$ cat src/verilog/power_analog_ctrl_regs.svh
// register indices, field positions, reset values and timing counts
// assumes a 10 MHz system clock and a word-wide register bus
`ifndef POWER_ANALOG_CTRL_REGS_SVH
`define POWER_ANALOG_CTRL_REGS_SVH

// register indices, byte address is four times the index
`define IDX_DESAT_CONTROL 12'h190
`define IDX_OFFSET_ADJUST 12'h191
`define IDX_BLANKING 12'h192
`define IDX_SLOPE 12'h193
`define IDX_DEADTIME_CODE 12'h194
`define IDX_PERIPH_ENABLE 12'h195
`define IDX_DESAT_TRIM 12'h196
`define IDX_DESAT_FLAG 12'h197

// control register fields
`define BIT_INPUT_SELECT 7
`define BIT_WATCHDOG_EN 6
`define BIT_RESERVED 5
`define BIT_INVERT 4
`define BIT_OUT_ENABLE 3
`define BIT_STATUS 2
`define BIT_RISE_EN 1
`define BIT_FALL_EN 0

// other fields
`define BIT_SLOPE_BYPASS 6
`define BIT_PRI_BYPASS 1
`define BIT_SEC_BYPASS 0
`define BIT_FLAG 0

// reset values
`define RST_CONTROL 8'h00
`define RST_OFFSET 4'h0
`define RST_BLANKING 2'h0
`define RST_SLOPE 7'h00
`define RST_DEADTIME 8'h00
`define RST_PERIPH 2'h0
`define RST_TRIM 8'h00

// timing
`define CLK_MHZ 10
`define BLANK_NS_1 50
`define BLANK_NS_2 100
`define BLANK_NS_3 200
`define DEAD_STEP_NS 16
`define NS_TO_CYC(ns) ((((ns) * `CLK_MHZ) + 999) / 1000)

`endif

$ cat src/verilog/power_analog_ctrl_pkg.sv
// types shared by the analog control register bank
// state codes are literals here, the constants header holds the other numeric values
package power_analog_ctrl_pkg;
  typedef enum logic [1:0] {
    BLANK_IDLE = 2'h0,
    BLANK_ACTIVE = 2'h1
  } blank_state_type;
  typedef logic [7:0] reg_byte_type;
endpackage : power_analog_ctrl_pkg

$ cat src/verilog/power_analog_ctrl_regs.sv
// register bank and digital glue for the converter analog front end
// assumes a single 10 MHz clock, synchronous inputs except the comparator
`timescale 1ns/10ps
`default_nettype none
`include "power_analog_ctrl_regs.svh"

// turn-on delay for one low-side gate drive, turn-off follows on the next clock
module gate_turn_on_delay #(
  parameter int unsigned CODE_WIDTH = 4
) (
  // clock and reset
  input wire logic clk_sys,
  input wire logic reset,
  // delay settings
  input wire logic [CODE_WIDTH-1:0] code,
  input wire logic bypass,
  // drive request and gate
  input wire logic drive_req,
  output logic gate_drive
);

  logic [CODE_WIDTH:0] steps;
  logic [2:0] delay;
  logic [2:0] cnt_r;
  logic gate_r;

  assign steps = {1'b0, code} + {{CODE_WIDTH{1'b0}}, 1'b1};
  // (code+1) x 16 ns, rounded up to cycles
  assign delay = 3'(`NS_TO_CYC(32'(steps) * `DEAD_STEP_NS));

  always_ff @(posedge clk_sys) begin
    if (reset) begin
      cnt_r <= 3'h0;
      gate_r <= 1'b0;
    end else if (!drive_req) begin
      cnt_r <= 3'h0;
      gate_r <= 1'b0;
    end else if (bypass) begin
      gate_r <= 1'b1;
    end else if (!gate_r) begin
      if (cnt_r + 3'h1 >= delay) begin
        gate_r <= 1'b1;
      end else begin
        cnt_r <= cnt_r + 3'h1;
      end
    end
  end

  assign gate_drive = gate_r;

endmodule : gate_turn_on_delay

module power_analog_ctrl_regs (
  // clock and reset
  input wire logic clk_sys,
  input wire logic reset,
  // avalon-mm slave
  input wire logic [11:0] address,
  input wire logic read,
  input wire logic write,
  input wire logic [31:0] writedata,
  input wire logic [3:0] byteenable,
  output logic [31:0] readdata,
  output logic waitrequest,
  // desaturation comparator
  input wire logic desat_comp_raw,
  input wire logic desat_watchdog,
  output logic desat_input_select,
  output logic desat_pwm_terminate,
  output logic desat_pwm_reset,
  output logic [7:0] desat_offset_trim,
  output logic desat_irq_flag,
  // current sense and slope
  input wire logic current_sense_trip,
  output logic current_trip_qualified,
  output logic [3:0] offset_adjust_code,
  output logic slope_bypass,
  output logic [5:0] slope_rate_code,
  // gate drivers
  input wire logic primary_drive_req,
  input wire logic secondary_drive_req,
  output logic primary_gate_drive,
  output logic secondary_gate_drive
);

  logic waitrequest_r;
  logic [31:0] readdata_r;
  logic [7:0] control_r;
  logic [3:0] offset_r;
  logic [1:0] blanking_r;
  logic [6:0] slope_r;
  logic [7:0] deadtime_r;
  logic [1:0] periph_r;
  logic [7:0] trim_r;
  logic flag_r;
  logic sync1_r;
  logic sync2_r;
  logic status_r;
  logic status_prev_r;
  logic terminate_r;
  logic wd_reset_r;
  logic trip_r;
  logic [11:0] index;
  logic wr_take;
  logic rd_take;
  logic status_nxt;
  logic flag_set;
  logic flag_clr;
  logic [7:0] rd_byte;

  assign index = {2'h0, address[11:2]};
  assign wr_take = write & ~waitrequest_r & byteenable[0];
  assign rd_take = read & waitrequest_r;

  // bus handshake: one wait cycle per access
  always_ff @(posedge clk_sys) begin
    if (reset) begin
      waitrequest_r <= 1'b1;
    end else begin
      waitrequest_r <= ~((read | write) & waitrequest_r);
    end
  end

  always_comb begin
    case (index)
      `IDX_DESAT_CONTROL: rd_byte = {control_r[7:3], status_r, control_r[1:0]};
      `IDX_OFFSET_ADJUST: rd_byte = {4'h0, offset_r};
      `IDX_BLANKING: rd_byte = {6'h00, blanking_r};
      `IDX_SLOPE: rd_byte = {1'b0, slope_r};
      `IDX_DEADTIME_CODE: rd_byte = deadtime_r;
      `IDX_PERIPH_ENABLE: rd_byte = {6'h00, periph_r};
      `IDX_DESAT_TRIM: rd_byte = trim_r;
      `IDX_DESAT_FLAG: rd_byte = {7'h00, flag_r};
      default: rd_byte = 8'h00;
    endcase
  end

  always_ff @(posedge clk_sys) begin
    if (reset) begin
      readdata_r <= 32'h0000_0000;
    end else if (rd_take) begin
      readdata_r <= {24'h00_0000, rd_byte};
    end
  end

  // control register, written status bit is stored but reads return status_r
  // reserved bit held only
  always_ff @(posedge clk_sys) begin
    if (reset) begin
      control_r <= `RST_CONTROL;
    end else if (wr_take && index == `IDX_DESAT_CONTROL) begin
      control_r <= writedata[7:0];
    end
  end

  always_ff @(posedge clk_sys) begin
    if (reset) begin
      offset_r <= `RST_OFFSET;
    end else if (wr_take && index == `IDX_OFFSET_ADJUST) begin
      offset_r <= writedata[3:0];
    end
  end

  always_ff @(posedge clk_sys) begin
    if (reset) begin
      blanking_r <= `RST_BLANKING;
    end else if (wr_take && index == `IDX_BLANKING) begin
      blanking_r <= writedata[1:0];
    end
  end

  always_ff @(posedge clk_sys) begin
    if (reset) begin
      slope_r <= `RST_SLOPE;
    end else if (wr_take && index == `IDX_SLOPE) begin
      slope_r <= writedata[6:0];
    end
  end

  always_ff @(posedge clk_sys) begin
    if (reset) begin
      deadtime_r <= `RST_DEADTIME;
    end else if (wr_take && index == `IDX_DEADTIME_CODE) begin
      deadtime_r <= writedata[7:0];
    end
  end

  always_ff @(posedge clk_sys) begin
    if (reset) begin
      periph_r <= `RST_PERIPH;
    end else if (wr_take && index == `IDX_PERIPH_ENABLE) begin
      periph_r <= writedata[1:0];
    end
  end

  always_ff @(posedge clk_sys) begin
    if (reset) begin
      trim_r <= `RST_TRIM;
    end else if (wr_take && index == `IDX_DESAT_TRIM) begin
      trim_r <= writedata[7:0];
    end
  end

  always_ff @(posedge clk_sys) begin
    if (reset) begin
      sync1_r <= 1'b0;
      sync2_r <= 1'b0;
    end else begin
      sync1_r <= desat_comp_raw;
      sync2_r <= sync1_r;
    end
  end

  assign status_nxt = sync2_r ^ control_r[`BIT_INVERT];

  always_ff @(posedge clk_sys) begin
    if (reset) begin
      status_r <= 1'b0;
      status_prev_r <= 1'b0;
    end else begin
      status_r <= status_nxt;
      status_prev_r <= status_r;
    end
  end

  assign flag_set = (control_r[`BIT_RISE_EN] & status_r & ~status_prev_r)
                  | (control_r[`BIT_FALL_EN] & ~status_r & status_prev_r);
  assign flag_clr = wr_take && index == `IDX_DESAT_FLAG && writedata[`BIT_FLAG];

  always_ff @(posedge clk_sys) begin
    if (reset) begin
      flag_r <= 1'b0;
    end else if (flag_set) begin
      flag_r <= 1'b1;
    end else if (flag_clr) begin
      flag_r <= 1'b0;
    end
  end

  always_ff @(posedge clk_sys) begin
    if (reset) begin
      terminate_r <= 1'b0;
      wd_reset_r <= 1'b0;
    end else begin
      terminate_r <= control_r[`BIT_OUT_ENABLE] & status_r;
      wd_reset_r <= control_r[`BIT_WATCHDOG_EN] & desat_watchdog;
    end
  end

  // leading edge blanking
  power_analog_ctrl_pkg::blank_state_type blank_state_r;
  logic [1:0] blank_cnt_r;
  logic [1:0] blank_len;
  logic pri_prev_r;
  logic pri_turn_on;

  always_comb begin
    case (blanking_r)
      2'h1: blank_len = 2'(`NS_TO_CYC(`BLANK_NS_1));
      2'h2: blank_len = 2'(`NS_TO_CYC(`BLANK_NS_2));
      2'h3: blank_len = 2'(`NS_TO_CYC(`BLANK_NS_3));
      default: blank_len = 2'h0;
    endcase
  end

  // turn-on edge that opens a window
  assign pri_turn_on = primary_drive_req & ~pri_prev_r & (blank_len != 2'h0);

  always_ff @(posedge clk_sys) begin
    if (reset) begin
      blank_state_r <= power_analog_ctrl_pkg::BLANK_IDLE;
      blank_cnt_r <= 2'h0;
      pri_prev_r <= 1'b0;
    end else begin
      pri_prev_r <= primary_drive_req;
      case (blank_state_r)
        power_analog_ctrl_pkg::BLANK_IDLE: begin
          if (pri_turn_on) begin
            blank_state_r <= power_analog_ctrl_pkg::BLANK_ACTIVE;
            blank_cnt_r <= blank_len - 2'h1;
          end
        end
        power_analog_ctrl_pkg::BLANK_ACTIVE: begin
          if (blank_cnt_r == 2'h0) begin
            blank_state_r <= power_analog_ctrl_pkg::BLANK_IDLE;
          end else begin
            blank_cnt_r <= blank_cnt_r - 2'h1;
          end
        end
        default: blank_state_r <= power_analog_ctrl_pkg::BLANK_IDLE;
      endcase
    end
  end

  always_ff @(posedge clk_sys) begin
    if (reset) begin
      trip_r <= 1'b0;
    end else begin
      trip_r <= current_sense_trip
              & (blank_state_r == power_analog_ctrl_pkg::BLANK_IDLE)
              & ~pri_turn_on;
    end
  end

  // primary dead timer, own code and bypass
  gate_turn_on_delay #(
    .CODE_WIDTH(4)
  ) primary_delay (
    .clk_sys(clk_sys),
    .reset(reset),
    .code(deadtime_r[7:4]),
    .bypass(periph_r[`BIT_PRI_BYPASS]),
    .drive_req(primary_drive_req),
    .gate_drive(primary_gate_drive)
  );

  // secondary dead timer, own code and bypass
  gate_turn_on_delay #(
    .CODE_WIDTH(4)
  ) secondary_delay (
    .clk_sys(clk_sys),
    .reset(reset),
    .code(deadtime_r[3:0]),
    .bypass(periph_r[`BIT_SEC_BYPASS]),
    .drive_req(secondary_drive_req),
    .gate_drive(secondary_gate_drive)
  );

  assign readdata = readdata_r;
  assign waitrequest = waitrequest_r;
  assign desat_input_select = control_r[`BIT_INPUT_SELECT];
  assign desat_pwm_terminate = terminate_r;
  assign desat_pwm_reset = wd_reset_r;
  // trim register as written by firmware
  assign desat_offset_trim = trim_r;
  assign desat_irq_flag = flag_r;
  assign current_trip_qualified = trip_r;
  assign offset_adjust_code = offset_r;
  assign slope_bypass = slope_r[`BIT_SLOPE_BYPASS];
  assign slope_rate_code = slope_r[5:0];

endmodule : power_analog_ctrl_regs

`default_nettype wire

$ cat config.mk
export PLATFORM = sky130hd
export DESIGN_NAME = power_analog_ctrl_regs
export DESIGN_NICKNAME = d
export VERILOG_FILES = /design/src/verilog/power_analog_ctrl_pkg.sv /design/src/verilog/power_analog_ctrl_regs.sv
export VERILOG_INCLUDE_DIRS = /design/src /design/src/verilog
export SDC_FILE = /design/constraint.sdc
export NUM_CORES = 1
export LEC_CHECK = 0
export BUFFER_PORTS_ARGS = -buffer_cell sky130_fd_sc_hd__buf_4
export CAP_MARGIN = 40
export CORE_MARGIN = 2
export CORE_UTILIZATION = 55
export DETAILED_ROUTE_END_ITERATION = 16
export PLACE_DENSITY = 0.81
export SYNTH_ARGS = -nofsm -noshare
export SYNTH_HDL_FRONTEND = slang
export SYNTH_SLANG_ARGS = --single-unit
$ cat constraint.sdc
create_clock -name clk_sys -period 8.1 [get_ports clk_sys]
set_input_delay 0 -clock clk_sys [delete_from_list [all_inputs] [get_ports clk_sys]]
set_output_delay 0 -clock clk_sys [all_outputs]
set_load 0.005 [all_outputs]
==> impl_metrics.env, run 1 <==
export IMPL_gpl_final_weighted_congestion=0.905
export IMPL_ys_seq_area_share_pct=26.8
export IMPL_synthesis_instances=604
export IMPL_numClockSinks=67
export IMPL_die_area_sq_mm=0.00988
export IMPL_crit_fanout=12
export IMPL_final_cell_count_no_fill=789
export IMPL_ys_warnings_count=0
export IMPL_startpoint_type="flip-flop"
export IMPL_async_reset_ff_share_pct=0
export IMPL_vias=4669
export IMPL_fmax_ghz=0.134
export IMPL_place_inst=758
export IMPL_syn_cell_area_sq_mm=0.00500
export IMPL_grt_setup_unrepaired="false"
export IMPL_max_transition_margin_pct=46.4
export IMPL_final_max_tran_viols=0
export IMPL_design_core_area_sq_mm=0.00876
export IMPL_final_util_pct=67.3
export IMPL_critPathTopFamily="adder cells"
export IMPL_numCtsBuffers=9
export IMPL_post_route_min_period_ns=7.48
export IMPL_htreeDepth=3
export IMPL_avgSynthCellArea_sq_um=8.29
export IMPL_grt_pass1_wl_um=20800
export IMPL_core_rowCount=34
export IMPL_hp_class="input port to flip-flop"
export IMPL_hpwlAfterDp_um=9080
export IMPL_critical_path_n_buffers_inverters=2
export IMPL_cts_root_buf="sky130_fd_sc_hd__clkbuf_8"
export IMPL_hold_viol=0
export IMPL_drt_wirelength_per_cell_um=15.6
export IMPL_setup_viol=0
export IMPL_longest_clk_path_bufs=2
export IMPL_fin_crit_sh_pct=92.4
export IMPL_post_place_ws_ns=0.700
export IMPL_mostFrequentLayoutCells="sky130_fd_sc_hd__nor2_1, sky130_fd_sc_hd__buf_4, sky130_fd_sc_hd__dfxtp_1"
export IMPL_synth_lib_cells_used_distinct=73
export IMPL_finish_instance_area_sq_mm=0.00589
export IMPL_layout_area_overhead_vs_synth_pct=17.8
export IMPL_track_usage_pct=25.3
export IMPL_worst_ir_drop_vdd_v=0.000164
export IMPL_synth_edff_count=0
export IMPL_slowest_delay_ns=0.60
export IMPL_cts_repair_resized=0
export IMPL_vias_in_the_first_global_route=4521
export IMPL_power_density_mw_per_mm2=123
export IMPL_drt_wl_total_um=12300
export IMPL_grt_antenna_before_repair=0
export IMPL_port_buffers=62
export IMPL_worst_path_most_repeated_cell="sky130_fd_sc_hd__ha_1"
export IMPL_worstPathRequired_ns=8.34
export IMPL_initial_detailed_routing_violation_count=269
export IMPL_drt_first_pass_iters=8
export IMPL_layout_drive_gt1_share_pct=15.7
export IMPL_fin_skew_ns=0.00773
export IMPL_synth_seq_cells=67
export IMPL_layout_cells_most_common="sky130_fd_sc_hd__nor2_1"
export IMPL_arrival_ns=7.72
export IMPL_max_slew_worst_pin_slew_ns=0.797
export IMPL_grt_max_degree=49
export IMPL_fp_dieW_um=99.4
export IMPL_post_place_cell_area_sq_mm=0.00550
export IMPL_fin_total_pwr_mw=0.724
export IMPL_post_drt_via_cell_ratio=5.92
export IMPL_num_nets_final=771
export IMPL_outcome="complete, no violations"
export IMPL_worstSetupEndpointType="flip-flop"
export IMPL_tns_ns=0
export IMPL_clk_pin_slew_ns=0.08
export IMPL_synth_main_ff_cell="sky130_fd_sc_hd__dfxtp_1"
export IMPL_detail_route_drc_violations=0
export IMPL_antenna_left=0
export IMPL_antenna_diode_count=0
export IMPL_tritoncts_clock_tree="built"
export IMPL_worst_hold_slack_ns=0.0757
export IMPL_initial_core_util_pct=57.1
export IMPL_clock_latency_ns=0.35
export IMPL_postLayoutSetupSlackWorst_ns=0.616
export IMPL_number_of_i_o_pins=116
export IMPL_max_cap_violations=0
export IMPL_critical_path_top_delay_cell="sky130_fd_sc_hd__or4b_4"
export IMPL_gr_total_overflow=0
export IMPL_critical_path_class="flip-flop to flip-flop"
export IMPL_leakage_power_summed_over_all_cells_nw=2.55
export IMPL_floorplan_die_height_um=99.4
==> kinds of logic (layout without fill, tap and decap cells) <==
| kind of cell | Yosys count | after routing | share of synthesized area, % |
|---|---|---|---|
| buffers and inverters | 75 | 129 | 7.65 |
| and+or+nand+nor | 211 | 211 | 21.2 |
| muxes | 47 | 47 | 9.47 |
| other | 1 | 24 | 0.0749 |
| xor gates and xnor gates | 38 | 38 | 6.80 |
| DFF | 67 | 67 | 26.8 |
| adders and majority gates | 38 | 38 | 9.80 |
| AOI/OAI and AO/OA | 127 | 127 | 18.2 |
==> layer usage <==
layer  global-route usage, %  vias to the layer above  part of all wire [%]
li1                        -                     2282                     -
met1                    30.4                     2186                    42
met2                    45.9                      172                    50
met3                    3.65                       29                   5.1
met4                    8.54                        0                   2.4
met5                       0                        -                     0
==> path summary, 6_finish.rpt <==
check | startpoint | end | slack (ns) | cells past startpoint
max reg2reg | deadtime_r[1] | secondary_delay.cnt_r[2] | 0.62 | 28
max | deadtime_r[1] | secondary_delay.cnt_r[2] | 0.62 | 28
min reg2reg | sync1_r | sync2_r | 0.45 | 1
min | reset | blank_cnt_r[0] | 0.08 | 2
==> cell type report <==
class / count / area [sq um]
Tap cell: 108 / 135
Multi-Input combinational cell: 485 / 3380
Clock buffer: 9 / 124
Inverter: 23 / 86.3
Clock inverter: 7 / 124
Fill cell: 647 / 2870
Timing Repair Buffer: 90 / 704
Sequential cell: 67 / 1340
==> where the power goes <==
part,total (mW),leakage [nW],internal [mW],switching [mW]
sequential,0.337,0.543,0.334,0.00310
clock,0.341,0.120,0.207,0.134
combinational,0.0453,1.89,0.0222,0.0231
==> synthesized netlist by cell type (3+ instances only) <==
cell                        instances  area share (%)
sky130_fd_sc_hd__xor2_1            13             2.3
sky130_fd_sc_hd__nor2b_1            6            0.75
sky130_fd_sc_hd__and3_1             6            0.75
sky130_fd_sc_hd__nor4_1             6            0.75
sky130_fd_sc_hd__nor2_1            80             6.0
sky130_fd_sc_hd__nand2_1           36             2.7
sky130_fd_sc_hd__a21boi_0           3            0.45
sky130_fd_sc_hd__inv_1             21             1.6
sky130_fd_sc_hd__or2_2              4            0.50
sky130_fd_sc_hd__nand3b_1           6            0.90
sky130_fd_sc_hd__o21a_1             3            0.45
sky130_fd_sc_hd__a21o_1            11             1.7
sky130_fd_sc_hd__and3b_1            3            0.53
sky130_fd_sc_hd__a211oi_1           9             1.3
sky130_fd_sc_hd__clkbuf_1          25             1.9
sky130_fd_sc_hd__ha_1              36             9.0
sky130_fd_sc_hd__a222oi_1           5             1.0
sky130_fd_sc_hd__buf_4             25             3.8
sky130_fd_sc_hd__a22oi_1            6            0.90
sky130_fd_sc_hd__a21oi_1           19             1.9
sky130_fd_sc_hd__a2111oi_0          6             1.0
sky130_fd_sc_hd__o31ai_1            4            0.60
sky130_fd_sc_hd__nor3_1            15             1.5
sky130_fd_sc_hd__o211ai_1           3            0.45
sky130_fd_sc_hd__dfxtp_1           67              27
sky130_fd_sc_hd__or3_1              3            0.38
sky130_fd_sc_hd__nand3_1           14             1.4
sky130_fd_sc_hd__nor4b_1            3            0.53
sky130_fd_sc_hd__o21ai_0           18             1.8
sky130_fd_sc_hd__o2111ai_1          4            0.70
sky130_fd_sc_hd__nor4bb_1           3            0.60
sky130_fd_sc_hd__nand2b_1           6            0.75
sky130_fd_sc_hd__xnor2_1           24             4.2
sky130_fd_sc_hd__a31oi_1            9             1.1
sky130_fd_sc_hd__nor3b_1            5            0.75
sky130_fd_sc_hd__and2_1             7            0.87
sky130_fd_sc_hd__mux2i_1           44             8.8
==> flip-flops by register name, indices dropped and copies added, names as in the netlist, 3 cells and up <==
register and cells:
primary_delay.cnt_r 3, control_r 7, readdata 8, desat_offset_trim 8, deadtime_r 8, offset_adjust_code 4, secondary_delay.cnt_r 3, slope_r 7
==> timing repair <==
item / in CTS / in global routing
buffers inserted: 0 / 0
hold buffers: 15 / 0
hold endpoints to repair: 46 / 0
(Power assumes the default switching activity.)
==> run 2, diff against run 1 <==
- ABC_AREA: not set -> 1
- CORE_UTILIZATION: 55 -> 56
- CTS_CLUSTER_DIAMETER: not set -> 80
- PLACE_DENSITY: 0.81 -> 0.82
==> impl_metrics.env, run 2 <==
export IMPL_drt_wirelength_per_cell_um=13.4
export IMPL_track_usage_pct=27.0
export IMPL_fin_total_pwr_mw=0.630
export IMPL_ys_seq_area_share_pct=25.7
export IMPL_hp_class="input port to flip-flop"
export IMPL_port_buffers=62
export IMPL_die_area_sq_mm=0.0101
export IMPL_mostFrequentLayoutCells="sky130_fd_sc_hd__nand2_1, sky130_fd_sc_hd__inv_1, sky130_fd_sc_hd__nor2_1"
export IMPL_critical_path_n_buffers_inverters=6
export IMPL_slowest_delay_ns=0.54
export IMPL_initial_core_util_pct=57.0
export IMPL_postLayoutSetupSlackWorst_ns=2.35
export IMPL_fillCellCount=809
export IMPL_leakage_power_summed_over_all_cells_nw=2.89
export IMPL_tritoncts_clock_tree="built"
export IMPL_synth_seq_cells=67
export IMPL_numCtsBuffers=9
export IMPL_ys_warnings_count=0
export IMPL_gpl_final_weighted_congestion=1.01
export IMPL_hpwlAfterDp_um=9960
export IMPL_synth_main_ff_cell="sky130_fd_sc_hd__dfxtp_1"
export IMPL_crit_fanout=12
export IMPL_area_leader_netlist="sky130_fd_sc_hd__dfxtp_1"
export IMPL_synthesis_instances=801
export IMPL_floorplan_die_height_um=100
export IMPL_grt_pass1_wl_um=22300
export IMPL_drt_first_pass_iters=5
export IMPL_critical_path_startpoint="deadtime_r[0]"
export IMPL_longest_clk_path_bufs=2
export IMPL_post_drt_via_cell_ratio=5.43
export IMPL_r2r_end="secondary_delay.cnt_r[0]"
export IMPL_arrival_ns=6.03
export IMPL_met1_length_um=5640
export IMPL_htreeDepth=3
export IMPL_design_core_area_sq_mm=0.00915
export IMPL_drt_wl_total_um=13200
export IMPL_synth_commonest_cells="sky130_fd_sc_hd__nand2_1, sky130_fd_sc_hd__inv_1, sky130_fd_sc_hd__nor2_1"
export IMPL_layout_cells_most_common="sky130_fd_sc_hd__nand2_1"
export IMPL_synthDominantCellAreaShare_pct=25.7
export IMPL_worstSetupEndpointType="flip-flop"
export IMPL_post_place_ws_ns=2.40
export IMPL_synth_lib_cells_used_distinct=49
export IMPL_num_nets_final=966
export IMPL_avgSynthCellArea_sq_um=6.51
export IMPL_timing_hold_worst_endpoint="sync2_r"
export IMPL_fp_dieW_um=100
export IMPL_min_from="reset"
export IMPL_cts_root_buf="sky130_fd_sc_hd__clkbuf_8"
export IMPL_syn_cell_area_sq_mm=0.00521
export IMPL_initial_detailed_routing_violation_count=354
export IMPL_worst_ir_drop_vdd_v=0.000134
export IMPL_max_slew_worst_pin_slew_ns=0.879
export IMPL_setup_viol=0
export IMPL_synth_area_leaders="sky130_fd_sc_hd__dfxtp_1, sky130_fd_sc_hd__nand2_1, sky130_fd_sc_hd__ha_1, sky130_fd_sc_hd__inv_1, sky130_fd_sc_hd__nand3_1"
export IMPL_outcome="complete, no violations"
export IMPL_max_cap_violations=0
export IMPL_worst_r2r_cell_count=35
export IMPL_max_transition_margin_pct=41.3
export IMPL_post_route_min_period_ns=5.75
export IMPL_wl_met3_um=1030
export IMPL_layout_area_overhead_vs_synth_pct=14.6
export IMPL_numClockSinks=67
export IMPL_critPathTopFamily="adder cells"
export IMPL_async_reset_ff_share_pct=0
export IMPL_r2r_setup_slack_ns=2.35
export IMPL_critical_path_class="flip-flop to flip-flop"
export IMPL_core_rowCount=35
export IMPL_vias=5356
export IMPL_worst_r2r_src="deadtime_r[0]"
export IMPL_grt_antenna_before_repair=0
export IMPL_hold_path_depth=2
export IMPL_grt_max_degree=33
export IMPL_cts_repair_resized=0
export IMPL_final_max_tran_viols=0
export IMPL_clk_pin_slew_ns=0.09
export IMPL_worstPathRequired_ns=8.37
export IMPL_critical_path_top_delay_cell="sky130_fd_sc_hd__dfxtp_1"
export IMPL_fin_crit_sh_pct=71.0
export IMPL_post_synth_top_count_cell="sky130_fd_sc_hd__nand2_1"
export IMPL_detailroute_wirelength_met2_um=6360
export IMPL_routed_top_layer="met4"
export IMPL_gr_total_overflow=0
export IMPL_hold_viol=0
export IMPL_detail_route_drc_violations=0
export IMPL_vias_in_the_first_global_route=4957
export IMPL_clock_latency_ns=0.35
export IMPL_power_density_mw_per_mm2=105
export IMPL_fmax_ghz=0.174
export IMPL_synth_edff_count=0
export IMPL_startpoint_type="flip-flop"
export IMPL_grt_setup_unrepaired="false"
export IMPL_number_of_i_o_pins=116
export IMPL_worst_path_most_repeated_cell="sky130_fd_sc_hd__nand2_1"
export IMPL_tns_ns=0
export IMPL_fin_skew_ns=0.0181
export IMPL_layout_drive_gt1_share_pct=14.5
export IMPL_antenna_diode_count=0
export IMPL_antenna_left=0
## run 2: per-layer routing
layer	GRT usage (%)	up-vias
met2	47.5	223
met3	4.44	24
met1	34.3	2419
met5	0	-
met4	7.17	0
li1	-	2690
## run 2: report_power, final
part	switching (mW)	leakage, nW	total [mW]	internal [mW]
logic	0.0238	2.27	0.0418	0.0180
registers	0.00111	0.541	0.332	0.331
clock network	0.142	0.0795	0.256	0.114
total	0.167	2.89	0.630	0.463
## run 2: layout make-up
| cell class | count | area (sq um) | share of cell area (%) |
|---|---|---|---|
| Clock inverter | 6 | 48.8 | 0.817 |
| Timing Repair Buffer | 77 | 616 | 10.3 |
| Inverter | 120 | 453 | 7.58 |
| Multi-Input combinational cell | 596 | 3250 | 54.4 |
| Sequential cell | 67 | 1340 | 22.5 |
| Clock buffer | 10 | 128 | 2.14 |
| Tap cell | 111 | 139 | 2.33 |
## run 2: kinds of logic after synthesis
group | count (synthesis) | share of synthesized area [%]
other | 1 | 0.0719
buffers and inverters | 161 | 13.6
AND/OR/NAND/NOR | 388 | 34.4
AO/OA/AOI/OAI | 136 | 15.1
adder cells (fa/ha/maj) | 38 | 9.41
flip-flops | 67 | 25.7
XOR/XNOR | 10 | 1.68
## run 2: repair_timing
item	4_1_cts	5_1_grt
hold buffers	15	0
buffers inserted	0	0
hold endpoints to repair	33	0
## run 2: worst reg2reg max path, delay by kind of cell (launching register included)
kind,cells,cell delay [ns]
compound gates,4,0.62
fa+ha+maj,6,1.88
simple gates,18,1.79
flops,1,0.54
buf+inv,6,0.65
xor+xnor,1,0.22
## run 2: worst max path at each step
stage,endpoint,slack (ns),cells after the start
floorplan,secondary_delay.cnt_r[0],2.98,35
global placement,secondary_delay.cnt_r[0],2.52,35
detailed placement,secondary_delay.cnt_r[0],2.40,35
CTS,secondary_delay.cnt_r[0],2.36,35
global route,secondary_delay.cnt_r[0],1.77,35
finish,secondary_delay.cnt_r[0],2.35,35
## run 2: per-stage QoR
stage | cells | area (sq um) | hold WS, ns | utilization (%)
2_1_floorplan | 824 | 5300 | 0.0840 | -
3_3_place_gp | 956 | 5650 | 0.208 | 61.7
3_5_place_dp | 956 | 5650 | 0.214 | 61.7
4_1_cts | 987 | 5970 | 0.0272 | 65.3
5_1_grt | 987 | 5970 | 0.0373 | 65.3
6_report | 987 | 5970 | 0.0296 | 65.3
==> run 3, diff against run 2 <==
- clock period: 8.1 -> 6.05 ns (I/O delays scaled with it)
==> impl_metrics.env, run 3 (synthesized netlist as in run 2, its figures left out) <==
export IMPL_outcome="complete, no violations"
export IMPL_worst_path_most_repeated_cell="sky130_fd_sc_hd__nand2_1"
export IMPL_drt_first_pass_iters=5
export IMPL_layout_cells_most_common="sky130_fd_sc_hd__nand2_1"
export IMPL_fillCellCount=833
export IMPL_fin_skew_ns=0.00921
export IMPL_slowest_delay_ns=0.42
export IMPL_gpl_final_weighted_congestion=0.931
export IMPL_clock_latency_ns=0.36
export IMPL_num_nets_final=969
export IMPL_grt_antenna_before_repair=0
export IMPL_max_transition_margin_pct=43.8
export IMPL_worstPathRequired_ns=6.30
export IMPL_worst_ir_drop_vdd_v=0.000134
export IMPL_post_route_min_period_ns=5.47
export IMPL_numClockSinks=67
export IMPL_grt_pass1_wl_um=22400
export IMPL_r2r_setup_slack_ns=0.58
export IMPL_critical_path_top_delay_cell="sky130_fd_sc_hd__dfxtp_1"
export IMPL_initial_core_util_pct=57.0
export IMPL_post_drt_via_cell_ratio=5.37
export IMPL_htreeDepth=3
export IMPL_min_from="reset"
export IMPL_critical_path_class="flip-flop to flip-flop"
export IMPL_tns_ns=0
export IMPL_finish_instance_area_sq_mm=0.00603
export IMPL_regArea_sq_mm=0.00135
export IMPL_layout_drive_gt1_share_pct=15.1
export IMPL_hp_class="input port to flip-flop"
export IMPL_post_place_cell_area_sq_mm=0.00565
export IMPL_multi_input_area_sq_mm=0.00327
export IMPL_numCtsBuffers=9
export IMPL_hold_path_depth=2
export IMPL_crit_fanout=10
export IMPL_leakage_power_summed_over_all_cells_nw=2.91
export IMPL_tritoncts_clock_tree="built"
export IMPL_worst_r2r_src="deadtime_r[5]"
export IMPL_arrival_ns=5.72
export IMPL_drt_wirelength_per_cell_um=13.4
export IMPL_power_density_mw_per_mm2=140
export IMPL_antenna_left=0
export IMPL_critical_path_n_buffers_inverters=4
export IMPL_layout_area_overhead_vs_synth_pct=15.6
export IMPL_antenna_diode_count=0
export IMPL_setup_viol=0
export IMPL_die_area_sq_mm=0.0101
export IMPL_max_slew_worst_pin_slew_ns=0.841
export IMPL_number_of_i_o_pins=116
export IMPL_fmax_ghz=0.183
export IMPL_worstSetupEndpointType="flip-flop"
export IMPL_place_inst=957
export IMPL_final_cell_count_no_fill=990
export IMPL_fp_dieW_um=100
export IMPL_max_cap_violations=0
export IMPL_timing_hold_worst_endpoint="sync1_r"
export IMPL_initial_detailed_routing_violation_count=355
export IMPL_clk_pin_slew_ns=0.08
export IMPL_final_max_tran_viols=0
export IMPL_gr_total_overflow=0
export IMPL_port_buffers=62
export IMPL_grt_max_degree=33
export IMPL_track_usage_pct=27.4
export IMPL_r2r_end="primary_delay.cnt_r[0]"
export IMPL_vias=5321
export IMPL_longest_clk_path_bufs=2
export IMPL_worst_r2r_cell_count=36
export IMPL_startpoint_type="flip-flop"
export IMPL_vias_in_the_first_global_route=5008
export IMPL_cts_root_buf="sky130_fd_sc_hd__clkbuf_8"
export IMPL_design_core_area_sq_mm=0.00915
export IMPL_critPathTopFamily="simple AND/OR/NAND/NOR gates"
export IMPL_hpwlAfterDp_um=10100
export IMPL_drt_wl_total_um=13200
export IMPL_core_rowCount=35
export IMPL_fin_crit_sh_pct=90.4
export IMPL_detail_route_drc_violations=0
export IMPL_mostFrequentLayoutCells="sky130_fd_sc_hd__nand2_1, sky130_fd_sc_hd__inv_1, sky130_fd_sc_hd__nor2_1"
export IMPL_hold_viol=0
export IMPL_floorplan_die_height_um=100
[run 3: changes by cell type in the layout (fill, tap and decap cells not counted), sizes merged]
cell	before	now
clkinvlp	3	2
buf	62	65
clkinv	3	4
[run 3: area by class of cell]
cell class | count | share of cell area, %
repair buffers | 80 | 10.6
flip-flops and latches | 67 | 22.3
multi-input cells | 596 | 54.3
clock buffers | 10 | 2.12
well taps | 111 | 2.30
inverters | 120 | 7.52
clock inverters | 6 | 0.830
[run 3: power by group]
group	internal, mW	switching, mW
Combinational	0.0241	0.0318
Sequential	0.443	0.00150
Clock	0.153	0.190
Total	0.620	0.223
[run 3: worst max-delay path by stage]
stage / start / endpoint / slack [ns] / cells after the start
floorplan: deadtime_r[0] / secondary_delay.cnt_r[0] / 0.93 / 35
global placement: deadtime_r[4] / primary_delay.cnt_r[0] / 0.64 / 36
detailed placement: deadtime_r[4] / primary_delay.cnt_r[0] / 0.44 / 36
CTS: deadtime_r[4] / primary_delay.cnt_r[0] / 0.42 / 36
global route: deadtime_r[5] / primary_delay.cnt_r[0] / -0.02 / 37
finish: deadtime_r[5] / primary_delay.cnt_r[0] / 0.58 / 36
[run 3: timing repair]
action,4_1_cts,5_1_grt
hold endpoints to repair,37,0
endpoints found under the setup margin,0,7
setup buffers,0,2
gates resized for setup,0,7
hold buffers,15,0
[run 3: per-layer routing]
layer	wire length (um)	GRT usage, %
met5	0	0
met4	188	7.38
met3	1000	5.69
met2	6520	48.2
met1	5520	34.0
[run 3: stage by stage]
step | worst slack (ns) | hold slack [ns] | utilization, % | power [mW]
3_3_place_gp | 0.638 | 0.211 | 61.8 | 0.501
4_1_cts | 0.423 | 0.0127 | 65.4 | 0.846
2_1_floorplan | 0.928 | 0.0840 | - | 0.487
5_1_grt | -0.0244 | 0.0292 | 65.9 | 0.876
3_5_place_dp | 0.443 | 0.211 | 61.8 | 0.502
6_report | 0.579 | 0.0282 | 65.9 | 0.843
